**src/ecc_consts.svh**
```systemverilog
`ifndef ECC_CONSTS_SVH
`define ECC_CONSTS_SVH

// ============================================================
// Register address and reset value
`define ECC_ADDR_EN        8'h07
`define ECC_EN_RESET       16'h0040
`define ECC_EN_WMASK       16'h1fff

// ============================================================
// Bit positions inside the enable register
`define ECC_B_NEG_INPUT    10
`define ECC_B_REF_RANGE    9
`define ECC_B_REF_DETECT   8
`define ECC_B_CONV         7
`define ECC_B_IGNORE       6
`define ECC_B_CLK_COUNT    5
`define ECC_B_RD_ADDR      4
`define ECC_B_WR_ADDR      3
`define ECC_B_CHECKSUM     2

// Number of flags handled by this block
`define ECC_NFLAG          9

`endif

```
**src/ecc_pkg.sv**
```systemverilog
package ecc_pkg;
	// Index of each flag inside the flag vector
	typedef enum logic [3:0] {
		ECC_F_CHECKSUM,
		ECC_F_WR_ADDR,
		ECC_F_RD_ADDR,
		ECC_F_CLK_COUNT,
		ECC_F_IGNORE,
		ECC_F_CONV,
		ECC_F_REF_DETECT,
		ECC_F_REF_RANGE,
		ECC_F_NEG_INPUT
	} ecc_flag_t;

	// Host access phase
	typedef enum logic [1:0] {
		ECC_IDLE,
		ECC_WRITE,
		ECC_READ
	} ecc_acc_t;
endpackage

```
**src/ecc_flag_if.sv**
```systemverilog
`timescale 1ns/10ps
// Flag bank handshake: raw events in, gated sticky flags out
interface ecc_flag_if #(parameter int N = 9);
	logic [N-1:0] gate;
	logic [N-1:0] event_raw;
	logic [N-1:0] clear;
	logic [N-1:0] flags;
	modport bank (input gate, input event_raw, input clear, output flags);
	modport ctrl (output gate, output event_raw, output clear, input flags);
endinterface

```
**src/ecc_flag_bank.sv**
```systemverilog
`timescale 1ns/10ps
`include "ecc_consts.svh"

// ============================================================
// Sticky flag bank
module ecc_flag_bank #(
	parameter int N = `ECC_NFLAG
) (
	input  wire logic  clk_i,
	input  wire logic  nrst_i,
	ecc_flag_if.bank   fl
);
	typedef struct packed {
		logic [N-1:0] flags;
	} ecc_bank_st_t;

	ecc_bank_st_t st_q;
	ecc_bank_st_t st_d;

	// An empty bank has nothing to hold; refuse it while elaborating
	if (N < 1) begin : g_n_check
		$error("ecc_flag_bank: N must be positive");
	end

	// Set wins over clear so a same-cycle event is never lost
	always_comb begin
		st_d = st_q;
		st_d.flags = (st_q.flags & ~fl.clear) | (fl.event_raw & fl.gate);
	end

	always_ff @(posedge clk_i or negedge nrst_i) begin
		if (!nrst_i) begin
			st_q <= '0;
		end else begin
			st_q <= st_d;
		end
	end

	assign fl.flags = st_q.flags;

	// No flag may rise at an edge where its own gate was off
	a_gate_holds_off: assert property (
		@(posedge clk_i) disable iff (!nrst_i)
		(st_q.flags & ~$past(st_q.flags) & ~$past(fl.gate)) == '0)
		else $error("flag raised while its check was off");

	// Zero in the clear vector keeps every set flag
	a_flag_sticky: assert property (
		@(posedge clk_i) disable iff (!nrst_i)
		(~st_q.flags & $past(st_q.flags) & ~$past(fl.clear)) == '0)
		else $error("flag dropped without a clear");
endmodule

```
**src/ecc_error_enable.sv**
```systemverilog
`timescale 1ns/10ps
`include "ecc_consts.svh"

// Function
// - Bit 10 gates the negative input range flag; resets to zero.
// - Bit 9 gates the reference range error flag.
// - Bit 8 gates the missing reference flag.
// - Bit 7 gates the conversion and calibration fault flag.
// - Bit 6 enables the ignored-write check and resets to one.
// - Ignored-write error if host writes during fuse copy.
// - Ignored-write error if host writes during offset or gain calibration.
// - Bit 5 gates the serial clock count error flag; resets zero.
// - Bit 4 read check works only with chip select use also on.
// - Read of a nonexistent address sets the read error flag.
// - Bit 3 write check works only with chip select use also on.
// - Write to undefined or read-only address sets write error flag.
// - Bit 2 enables checksum check of written and read data.
// - Each of bits 2 to 10 maps to exactly one error flag.
module ecc_error_enable #(
	parameter int AW = 8
) (
	input  wire logic          clk_i,
	input  wire logic          nrst_i,
	input  wire ecc_pkg::ecc_acc_t acc_i,
	input  wire logic [AW-1:0] addr_i,
	input  wire logic [15:0]   wdata_i,
	input  wire logic          addr_valid_i,
	input  wire logic          addr_ro_i,
	input  wire logic          chip_select_use_on_i,
	input  wire logic          fuse_copy_i,
	input  wire logic          calib_busy_i,
	input  wire logic          neg_input_fault_i,
	input  wire logic          ref_range_fault_i,
	input  wire logic          ref_missing_i,
	input  wire logic          conv_fault_i,
	input  wire logic          clk_count_fault_i,
	input  wire logic          checksum_fault_i,
	input  wire logic [8:0]    flag_clear_i,
	output logic [15:0]        rdata_o,
	output logic [8:0]         flags_o,
	output logic               checksum_on_o,
	output logic               wr_ignored_o
);
	import ecc_pkg::*;

	// ============================================================
	// State
	typedef struct packed {
		logic [15:0] en;
		logic [15:0] rdata;
		logic [8:0]  flags;
		logic        checksum_on;
		logic        wr_ignored;
	} ecc_top_st_t;

	ecc_top_st_t st_q;
	ecc_top_st_t st_d;

	ecc_flag_if #(.N(`ECC_NFLAG)) fl ();

	// The decode compares eight address bits, so narrower buses cannot work
	if (AW < 8) begin : g_aw_check
		$error("ecc_error_enable: AW must be at least 8");
	end

	// Selects one enable bit; used for every gate below
	function automatic logic en_bit(input logic [15:0] r, input int b);
		return r[b];
	endfunction

	logic is_en_addr;
	logic host_write;
	logic host_read;
	logic ignore_write;
	assign is_en_addr = (addr_i[7:0] == `ECC_ADDR_EN);
	assign host_write = (acc_i == ECC_WRITE);
	assign host_read  = (acc_i == ECC_READ);
	// Writes while the map is busy are dropped, not applied
	assign ignore_write = host_write && (fuse_copy_i || calib_busy_i);

	// ============================================================
	// Gate and raw event vectors for the flag bank
	always_comb begin
		fl.gate = '0;
		fl.event_raw = '0;
		fl.gate[ECC_F_NEG_INPUT]  = en_bit(st_q.en, `ECC_B_NEG_INPUT);
		fl.gate[ECC_F_REF_RANGE]  = en_bit(st_q.en, `ECC_B_REF_RANGE);
		fl.gate[ECC_F_REF_DETECT] = en_bit(st_q.en, `ECC_B_REF_DETECT);
		fl.gate[ECC_F_CONV]       = en_bit(st_q.en, `ECC_B_CONV);
		fl.gate[ECC_F_IGNORE]     = en_bit(st_q.en, `ECC_B_IGNORE);
		fl.gate[ECC_F_CLK_COUNT]  = en_bit(st_q.en, `ECC_B_CLK_COUNT);
		// Address checks need chip select use as well
		fl.gate[ECC_F_RD_ADDR] = en_bit(st_q.en, `ECC_B_RD_ADDR)
			&& chip_select_use_on_i;
		fl.gate[ECC_F_WR_ADDR] = en_bit(st_q.en, `ECC_B_WR_ADDR)
			&& chip_select_use_on_i;
		fl.gate[ECC_F_CHECKSUM] = en_bit(st_q.en, `ECC_B_CHECKSUM);
		fl.event_raw[ECC_F_NEG_INPUT]  = neg_input_fault_i;
		fl.event_raw[ECC_F_REF_RANGE]  = ref_range_fault_i;
		fl.event_raw[ECC_F_REF_DETECT] = ref_missing_i;
		fl.event_raw[ECC_F_CONV]       = conv_fault_i;
		fl.event_raw[ECC_F_IGNORE]     = ignore_write;
		fl.event_raw[ECC_F_CLK_COUNT]  = clk_count_fault_i;
		fl.event_raw[ECC_F_RD_ADDR]    = host_read && !addr_valid_i;
		fl.event_raw[ECC_F_WR_ADDR]    = host_write
			&& (!addr_valid_i || addr_ro_i);
		fl.event_raw[ECC_F_CHECKSUM]   = checksum_fault_i;
		fl.clear = flag_clear_i;
	end

	ecc_flag_bank #(.N(`ECC_NFLAG)) u_bank (
		.clk_i  (clk_i),
		.nrst_i (nrst_i),
		.fl     (fl.bank)
	);

	// ============================================================
	// Register write, read-back and output staging
	always_comb begin
		st_d = st_q;
		if (host_write && is_en_addr && !ignore_write) begin
			st_d.en = wdata_i & `ECC_EN_WMASK;
		end
		if (host_read && is_en_addr) begin
			st_d.rdata = st_q.en;
		end else if (host_read) begin
			st_d.rdata = '0;
		end
		st_d.flags = fl.flags;
		st_d.checksum_on = en_bit(st_q.en, `ECC_B_CHECKSUM);
		st_d.wr_ignored = ignore_write;
	end

	always_ff @(posedge clk_i or negedge nrst_i) begin
		if (!nrst_i) begin
			st_q <= '{en: `ECC_EN_RESET, default: '0};
		end else begin
			st_q <= st_d;
		end
	end

	assign rdata_o = st_q.rdata;
	assign flags_o = st_q.flags;
	assign checksum_on_o = st_q.checksum_on;
	assign wr_ignored_o = st_q.wr_ignored;

	// ============================================================
	// Checks
	// Flags reach the pins two edges after the event, hence |=> ##1
	a_en_readback: assert property (
		@(posedge clk_i) disable iff (!nrst_i)
		(host_write && is_en_addr && !ignore_write)
		##1 (host_read && is_en_addr)
		|=> rdata_o == ($past(wdata_i, 2) & `ECC_EN_WMASK))
		else $error("enable read-back differs from last write");

	// Reserved upper bits can never hold a one
	a_en_reserved: assert property (
		@(posedge clk_i) disable iff (!nrst_i)
		st_q.en[15:13] == 3'h0)
		else $error("reserved enable bits set");

	a_busy_write_flag: assert property (
		@(posedge clk_i) disable iff (!nrst_i)
		(host_write && calib_busy_i && st_q.en[`ECC_B_IGNORE])
		|=> ##1 flags_o[ECC_F_IGNORE])
		else $error("write during calibration not flagged");

	a_fuse_write_flag: assert property (
		@(posedge clk_i) disable iff (!nrst_i)
		(host_write && fuse_copy_i && st_q.en[`ECC_B_IGNORE])
		|=> ##1 flags_o[ECC_F_IGNORE])
		else $error("write during fuse copy not flagged");

	// A dropped write must leave the enables exactly as they were
	a_ign_keeps_en: assert property (
		@(posedge clk_i) disable iff (!nrst_i)
		(host_write && is_en_addr && ignore_write) |=> $stable(st_q.en))
		else $error("dropped write changed the enables");

	a_ign_pulse: assert property (
		@(posedge clk_i) disable iff (!nrst_i)
		ignore_write |=> wr_ignored_o)
		else $error("dropped write not reported");

	a_rd_needs_cs: assert property (
		@(posedge clk_i) disable iff (!nrst_i)
		(!chip_select_use_on_i && !fl.flags[ECC_F_RD_ADDR])
		|=> !fl.flags[ECC_F_RD_ADDR])
		else $error("read check ran without chip select use");

	a_rd_bad_addr: assert property (
		@(posedge clk_i) disable iff (!nrst_i)
		(host_read && !addr_valid_i && chip_select_use_on_i
		&& st_q.en[`ECC_B_RD_ADDR]) |=> ##1 flags_o[ECC_F_RD_ADDR])
		else $error("invalid read not flagged");

	a_wr_bad_addr: assert property (
		@(posedge clk_i) disable iff (!nrst_i)
		(host_write && addr_ro_i && chip_select_use_on_i
		&& st_q.en[`ECC_B_WR_ADDR]) |=> ##1 flags_o[ECC_F_WR_ADDR])
		else $error("write to read-only address not flagged");

	a_wr_bad_invalid: assert property (
		@(posedge clk_i) disable iff (!nrst_i)
		(host_write && !addr_valid_i && chip_select_use_on_i
		&& st_q.en[`ECC_B_WR_ADDR]) |=> ##1 flags_o[ECC_F_WR_ADDR])
		else $error("write to undefined address not flagged");

	a_neg_off_quiet: assert property (
		@(posedge clk_i) disable iff (!nrst_i)
		(!st_q.en[`ECC_B_NEG_INPUT] && !fl.flags[ECC_F_NEG_INPUT])
		|=> !fl.flags[ECC_F_NEG_INPUT])
		else $error("negative input flag set while disabled");

	a_clk_off_quiet: assert property (
		@(posedge clk_i) disable iff (!nrst_i)
		(!st_q.en[`ECC_B_CLK_COUNT] && !fl.flags[ECC_F_CLK_COUNT])
		|=> !fl.flags[ECC_F_CLK_COUNT])
		else $error("clock count flag set while disabled");

	// One fault at a time, as the host and the converter will see them
	a_ref_range_flag: assert property (
		@(posedge clk_i) disable iff (!nrst_i)
		(ref_range_fault_i && st_q.en[`ECC_B_REF_RANGE])
		|=> ##1 flags_o[ECC_F_REF_RANGE])
		else $error("enabled reference range fault not flagged");

	a_ref_detect_flag: assert property (
		@(posedge clk_i) disable iff (!nrst_i)
		(ref_missing_i && st_q.en[`ECC_B_REF_DETECT])
		|=> ##1 flags_o[ECC_F_REF_DETECT])
		else $error("enabled missing reference not flagged");

	a_conv_on_flag: assert property (
		@(posedge clk_i) disable iff (!nrst_i)
		(conv_fault_i && st_q.en[`ECC_B_CONV])
		|=> ##1 flags_o[ECC_F_CONV])
		else $error("enabled conversion fault not flagged");

	a_cks_fault_flag: assert property (
		@(posedge clk_i) disable iff (!nrst_i)
		(checksum_fault_i && st_q.en[`ECC_B_CHECKSUM])
		|=> ##1 flags_o[ECC_F_CHECKSUM])
		else $error("enabled checksum fault not flagged");

	a_cks_follow: assert property (
		@(posedge clk_i) disable iff (!nrst_i)
		st_q.en[`ECC_B_CHECKSUM] |=> checksum_on_o)
		else $error("checksum enable output does not follow its bit");
endmodule

```
**config.mk**
```make
export PLATFORM = sky130hd
export DESIGN_NAME = ecc_error_enable
export DESIGN_NICKNAME = d
export VERILOG_FILES = /design/src/ecc_pkg.sv /design/src/ecc_flag_if.sv /design/src/ecc_flag_bank.sv /design/src/ecc_error_enable.sv
export VERILOG_INCLUDE_DIRS = /design/src /design/src/src
export SDC_FILE = /design/constraint.sdc
export NUM_CORES = 1
export LEC_CHECK = 0
export BUFFER_PORTS_ARGS = -buffer_cell sky130_fd_sc_hd__buf_2
export CAP_MARGIN = 15
export CORE_UTILIZATION = 50
export CTS_CLUSTER_SIZE = 40
export DETAILED_ROUTE_END_ITERATION = 8
export PLACE_DENSITY = 0.91
export SKIP_CTS_REPAIR_TIMING = 1
export SLEW_MARGIN = 10
export SYNTH_ARGS = -nofsm -noshare
export SYNTH_HDL_FRONTEND = slang
export SYNTH_SLANG_ARGS = --single-unit
```
**constraint.sdc**
```tcl
create_clock -name clk_i -period 1.46 [get_ports clk_i]
set_input_delay 0.292 -clock clk_i [delete_from_list [all_inputs] [get_ports clk_i]]
set_output_delay 0.292 -clock clk_i [all_outputs]
set_load 0.01 [all_outputs]
```
==> results of run 1 <==
-- area by class of cell --
class                           count  area, um2  share of cell area [%]
Clock buffer                        6      82.58                   3.548
Clock inverter                      2      60.06                   2.581
Inverter                            9      33.78                   1.452
Multi-Input combinational cell     82      533.0                   22.90
Sequential cell                    46       1152                   49.52
Tap cell                           48      60.06                   2.581
Timing Repair Buffer               73      405.4                   17.42
-- report_power, final --
group,total (mW),switching [mW],internal [mW]
Clock,1.13,0.403,0.729
Combinational,0.136,0.0706,0.0658
Sequential,1.28,0.00382,1.28
-- per-stage QoR --
step	worst slack (ns)	std cells
after CTS	0.2670	265
after global routing	0.2048	266
after global placement	-0.009393	257
after detailed placement	-0.04337	257
final	0.2655	266
after floorplan	0.1061	166
-- per-layer routing --
layer	up-vias	wire length (um)	GRT usage (%)
met5	-	0	0
met4	0	12	6.818
met3	2	135	3.750
met2	34	1765	30.72
met1	593	1315	20.19
li1	611	-	-
-- cell usage after synthesis, drive strengths merged --
cell / n
nand2: 33
o21ai: 19
nor2: 2
nor2b: 1
conb: 1
a22o: 1
clkbuf: 3
dfstp: 1
mux2: 13
buf: 26
nand2b: 3
dfrtp: 45
o22ai: 2
and4b: 1
nand4b: 1
nor4: 1
nand3: 2
inv: 9
-- state kept, by name, summed over array words and instances (netlist names) --
name / count
rdata_o: 13
flags_o: 9
u_bank.fl.flags: 9
fl.gate: 7
st_q: 6
checksum_on_o: 1
wr_ignored_o: 1
-- critical path, stage by stage --
cell and delay [ns]:
buf_2 0.11, nor4_4 0.35, nand4b_4 0.14, buf_12 0.18, mux2_4 0.29
-- final timing paths --
| kind | startpoint | to | slack (ns) | depth (start not counted) |
|---|---|---|---|---|
| min reg2reg | u_bank.fl.flags[7] | flags_o[7] | 0.38 | 0 |
| min in group asynchronous | nrst_i | u_bank.fl.flags[1] | 0.37 | 2 |
| min | flag_clear_i[6] | u_bank.fl.flags[6] | 0.17 | 2 |
| max | addr_i[5] | fl.gate[3] | 0.27 | 5 |
| max reg2reg | fl.gate[4] | rdata_o[6] | 0.66 | 2 |
| max in group asynchronous | nrst_i | st_q[27] | 0.66 | 3 |
-- kinds of logic (layout without fill, tap and decap cells) --
family          after synthesis  after routing
other cells                   1              3
flops                        46             46
compound gates               22             22
buf+inv                      38             90
mux                          13             13
simple gates                 44             44
==> metrics.md, run 1 <==
| Metric | Value |
|---|---|
| Kind of start point of the critical path | input pin |
| Mean post-synth cell area | 11.72 um2 |
| DP HPWL | 2448 um |
| First-pass DRT Iterations | 4 |
| Post-synthesis sequential area ratio | 59.96% |
| Slew @ Worst Pin | between 0.5 and 0.6 ns |
| Max cap viols | 0 |
| Synth Area in XOR/XNOR | 0% |
| Synth top area cells | dfrtp_1, buf_4, mux2_4 |
| Total grt overflow | 0 |
| Final WL | about 3200 um |
| Max IR drop VDD | slightly above 0.7 mV |
| Antenna violations before repair | 0 |
| Synthesized cell area | roughly 1900 um2 |
| FP Rows | 22 |
| CTS sink cnt | 46 |
| Post-Synth Simple-Gate Area | 11.52% |
| Yosys cell types | 20 |
| Most frequent cells in the layout | buf_2, dfrtp_1, nand2_1 |
| CTS buffer count | 5 |
| DRT iter0 DRCs | between 70 and 80 |
| Worst-path clk slew | 0.08 ns |
| Crit path capture type | register |
| Sum of negative setup slack | 0 ns |
| Worst Path Max Fanout | 13 |
| H-Tree Depth | 2 |
| Yosys warning count | 0 |
| I/O pins | 75 |
| Clock latency on the worst-skew pair | 0.29 ns |
| Post-synthesis compound-gate area fraction | 6.055% |
| Maximum root-to-sink buffer count | 2 |
| Flops & latches, synth | 46 |
| Largest family of logic cells by synthesized area | buffers and inverters |
| Worst min-delay path class | in2reg |
| Post-DP Area | 2175 um2 |
| Worst Hold Slack | 0.1664 ns |
| Outcome | complete, no violations |
| Max-slew headroom | ~65% |
| Port Buffers | 68 |
| Largest net degree at the start of global routing | 26 |
| Tot Pwr | 2.553 mW |
| Min Tclk post-route | ~1.2 ns |
| Setup repair after global routing missed its margin | false |
| WP data required | 1.64 ns |
| Leak pwr | ~1.3 nW |
| Cell taking the most area after synthesis | dfrtp_1 |
| Starting Density | 52.49% |
| Fmax | 837.1 MHz |
| Vias in the first global route | 1168 |
| Share of the synthesized area in the top cell type | ~59% |
| Area Growth Syn to Fin | 21.09% |
| Final Cycle Share | 81.82% |
| Die height | 64.00 um |
| Routability congestion estimate | ~0.74 |
| Root buf cell | clkbuf_8 |
| Post-route cell area | 2327 um2 |
| DR vias | 1240 |
| Final net count | roughly 270 |
| Crit Path Class | in2reg |
| # diodes | 0 |
| Clock Skew | 0.002845 ns |
| Fill count | 315 |
| Die ar. | 4095 um2 |
| Core ar. | 3661 um2 |
| Count of final setup violators | 0 |
| Power per cell area | 1097 nW/um2 |
| Total track usage | 17.30% |
| DRC | 0 |
| Area share of fa/ha/maj cells after synthesis | 0% |
| Slew Limit Fails | 0 |
| TritonCTS clock tree | built |
| Final antenna-violating net count | 0 |
| First-pass GRT wire length | roughly 5300 um |
| Core Util, Final | 63.57% |
| Count of final hold-check violations | 0 |
| Post-Syn Instances | between 150 and 200 |
| Mux contribution to synthesized area | 9.570% |
| Commonest non-fill, non-tap cell in the layout | buf_2 |
| Via/cell ratio | about 4.7 |
| Die width | roughly 64 um |
| Drt wl/cell | roughly 12 um |
| CP arrival | 1.37 ns |
| Layout cell share with drive strength beyond 1 | 44.04% |
(Power assumes the default switching activity.)
==> inputs of run 2 (changes only) <==
--- a/config.mk
+++ b/config.mk
@@ -8,10 +8,10 @@
 export LEC_CHECK = 0
 export BUFFER_PORTS_ARGS = -buffer_cell sky130_fd_sc_hd__buf_2
 export CAP_MARGIN = 15
-export CORE_UTILIZATION = 50
+export CORE_UTILIZATION = 48
 export CTS_CLUSTER_SIZE = 40
 export DETAILED_ROUTE_END_ITERATION = 8
-export PLACE_DENSITY = 0.91
+export PLACE_DENSITY = 0.88
 export SKIP_CTS_REPAIR_TIMING = 1
 export SLEW_MARGIN = 10
 export SYNTH_ARGS = -nofsm -noshare
==> constraint.sdc (replaced) <==
create_clock -name clk_i -period 1.1 [get_ports clk_i]
set_input_delay 0.22 -clock clk_i [delete_from_list [all_inputs] [get_ports clk_i]]
set_output_delay 0.22 -clock clk_i [all_outputs]
set_load 0.01 [all_outputs]
==> metrics.md, run 2 (synthesis gave the netlist of run 1 again) <==
| Metric | Value |
|---|---|
| Drt wl/cell | 12.35 um (+1.8%) |
| Final antenna-violating net count | 0 (unchanged) |
| Largest net degree at the start of global routing | 47 (+81%) |
| Slew Limit Fails | 0 (unchanged) |
| Outcome | complete, no violations |
| Crit path capture type | register |
| Leak pwr | 1.289 nW (+0.72%) |
| Max incr delay on CP | 0.33 ns (-0.02 ns) |
| Min Tclk post-route | 1.093 ns |
| CP startpoint | addr_i[5] |
| Core Util, Final | 62.33% (-1.2 points) |
| Worst-path clk slew | 0.08 ns (about the same) |
| Reg area | 1152 um2 (unchanged) |
| Net Sw Frac | 20.90% (+2.2 points) |
| Core ar. | 3744 um2 (+2.3%) |
| WP data required | 1.27 ns (-0.37 ns) |
| Die ar. | 4261 um2 (+4.0%) |
| Starting Density | 51.34% (-1.2 points) |
| DR vias | 1258 (+1.5%) |
| Total track usage | 17.43% (+0.13 points) |
| Max IR drop VDD | 0.5972 mV (-16%) |
| Max reg flops | 13 (unchanged) |
| Layout cell share with drive strength beyond 1 | 45.09% (+1.1 points) |
| DRT iter0 DRCs | 77 (-1.3%) |
| Fill count | 318 (+0.95%) |
| Worst path cell trace | buf_6 -> nor4_4 -> nand4b_4 -> buf_12 -> mux2_4 |
| Internal | 2.310 mW (+11%) |
| Clock Skew | 0.003639 ns (+0.0007945 ns) |
| FF-to-FF End | fl.gate[0] |
| Port Buffers | 68 (unchanged) |
| Count of final setup violators | 0 (unchanged) |
| Net Switching | 0.6103 mW (+28%) |
| Fmax | 914.6 MHz |
| Tot Pwr | 2.920 mW (+14%) |
| Total grt overflow | 0 (unchanged) |
| Setup slack, reg-to-reg | 0.28 ns (-0.38 ns) |
| CTS sink cnt | 46 (unchanged) |
| Vias in the first global route | 1185 (+1.5%) |
| Multi-input logic area | 533.0 um2 (unchanged) |
| Routability congestion estimate | 0.7341 (-0.54%) |
| Power per cell area | 1251 nW/um2 (+14%) |
| H-Tree Depth | 2 (unchanged) |
| CP max-delay cell | nor4_4 |
| Die height | 65.28 um (+2.0%) |
| Max cap viols | 0 (unchanged) |
| FP Rows | 22 (unchanged) |
| Maximum root-to-sink buffer count | 2 (unchanged) |
| # diodes | 0 (unchanged) |
| Via/cell ratio | 4.625 (-0.79%) |
| Count of final hold-check violations | 0 (unchanged) |
| TritonCTS clock tree | built |
| Setup repair after global routing missed its margin | true |
| Worst min-delay path class | in2reg |
| CP arrival | 1.27 ns (-0.10 ns) |
| Setup crit end | fl.gate[0] |
| Clock power frac | 34.8% (-9.5 points) |
| Clock latency on the worst-skew pair | 0.29 ns (about the same) |
| Kind of start point of the critical path | input pin |
| Sequential Power Share | 58.4% (+8.1 points) |
| DRC | 0 (unchanged) |
| First-pass DRT Iterations | 4 (unchanged) |
| Most frequent cells in the layout | buf_2, dfrtp_1, nand2_1 |
| I/O pins | 75 (unchanged) |
| Root buf cell | clkbuf_8 |
| Final Cycle Share | ~100% |
| Worst R2R Path Depth | 1 (-1) |
| Final WL | 3359 um (+4.1%) |
| Crit Path Class | in2reg |
| Final net count | 271 (+2.3%) |
| Sum of negative setup slack | 0 ns (unchanged) |
| First-pass GRT wire length | 5506 um (+4.5%) |
| Die width | 65.28 um (+2.0%) |
| Commonest non-fill, non-tap cell in the layout | buf_2 |
| Logic pwr share | 6.8% (+1.5 points) |
| Start of the worst register-to-register path | fl.gate[0] |
| CTS buffer count | 5 (unchanged) |
| Area Growth Syn to Fin | 21.42% |
| Antenna violations before repair | 0 (unchanged) |
| DP HPWL | 2525 um (+3.1%) |
| Worst Path Max Fanout | 13 (unchanged) |
-- run 2: cell count changes in the layout (fill, tap and decap cells not counted) --
cell,delta
clkinv_2,+1
buf_6,+2
clkbuf_1,+1
buf_2,-2
buf_4,+6
bufinv_16,-2
-- run 2: metal layers --
metal | track usage, % | wire length (um)
met1 | 22.45 | 1351
met2 | 28.99 | 1771
met4 | 5.707 | 40
met5 | 0 | 0
met3 | 3.993 | 195
-- run 2: worst min path at each step --
stage	startpoint	end	slack [ns]	cells past startpoint
final	flag_clear_i[8]	u_bank.fl.flags[8]	0.10	2
after global routing	flag_clear_i[6]	u_bank.fl.flags[6]	0.10	2
after CTS	nrst_i	rdata_o[7]	-0.09	2
after detailed placement	nrst_i	flags_o[8]	0.22	2
after global placement	nrst_i	flags_o[8]	0.22	2
after floorplan	nrst_i	checksum_on_o	-0.08	0
-- run 2: layout make-up --
class,instances,area share (%)
flip-flops and latches,46,49.38
multi-input cells,82,22.84
repair buffers,79,19.84
clock buffers,7,3.700
well taps,48,2.574
inverters,9,1.448
clock inverters,1,0.2145
-- run 2: per-stage QoR --
| step | std cells | hold WS [ns] | area, um2 | setup WS, ns |
|---|---|---|---|---|
| 2_1_floorplan | 166 | -0.07559 | 1929 | -0.1819 |
| 6_report | 272 | 0.1005 | 2333 | 0.006612 |
| 4_1_cts | 271 | -0.09119 | 2311 | -0.01228 |
| 3_3_place_gp | 263 | 0.2159 | 2220 | -0.2969 |
| 5_1_grt | 272 | 0.1009 | 2333 | -0.01127 |
| 3_5_place_dp | 263 | 0.2172 | 2220 | -0.3227 |
-- run 2: critical path: cells and delay by family --
family | cells | cell delay (ns)
AND/OR/NAND/NOR | 2 | 0.47
buffers and inverters | 2 | 0.27
multiplexers | 1 | 0.30
-- run 2: power groups by stage --
stage          Clock (mW)  Sequential [mW]  Combinational, mW
6_report             1.02             1.71              0.199
5_1_grt              1.12             1.71              0.222
4_1_cts              1.05             1.71              0.196
3_5_place_dp            0             1.74              0.195
3_3_place_gp            0             1.74              0.190
2_1_floorplan           0             1.74             0.0530
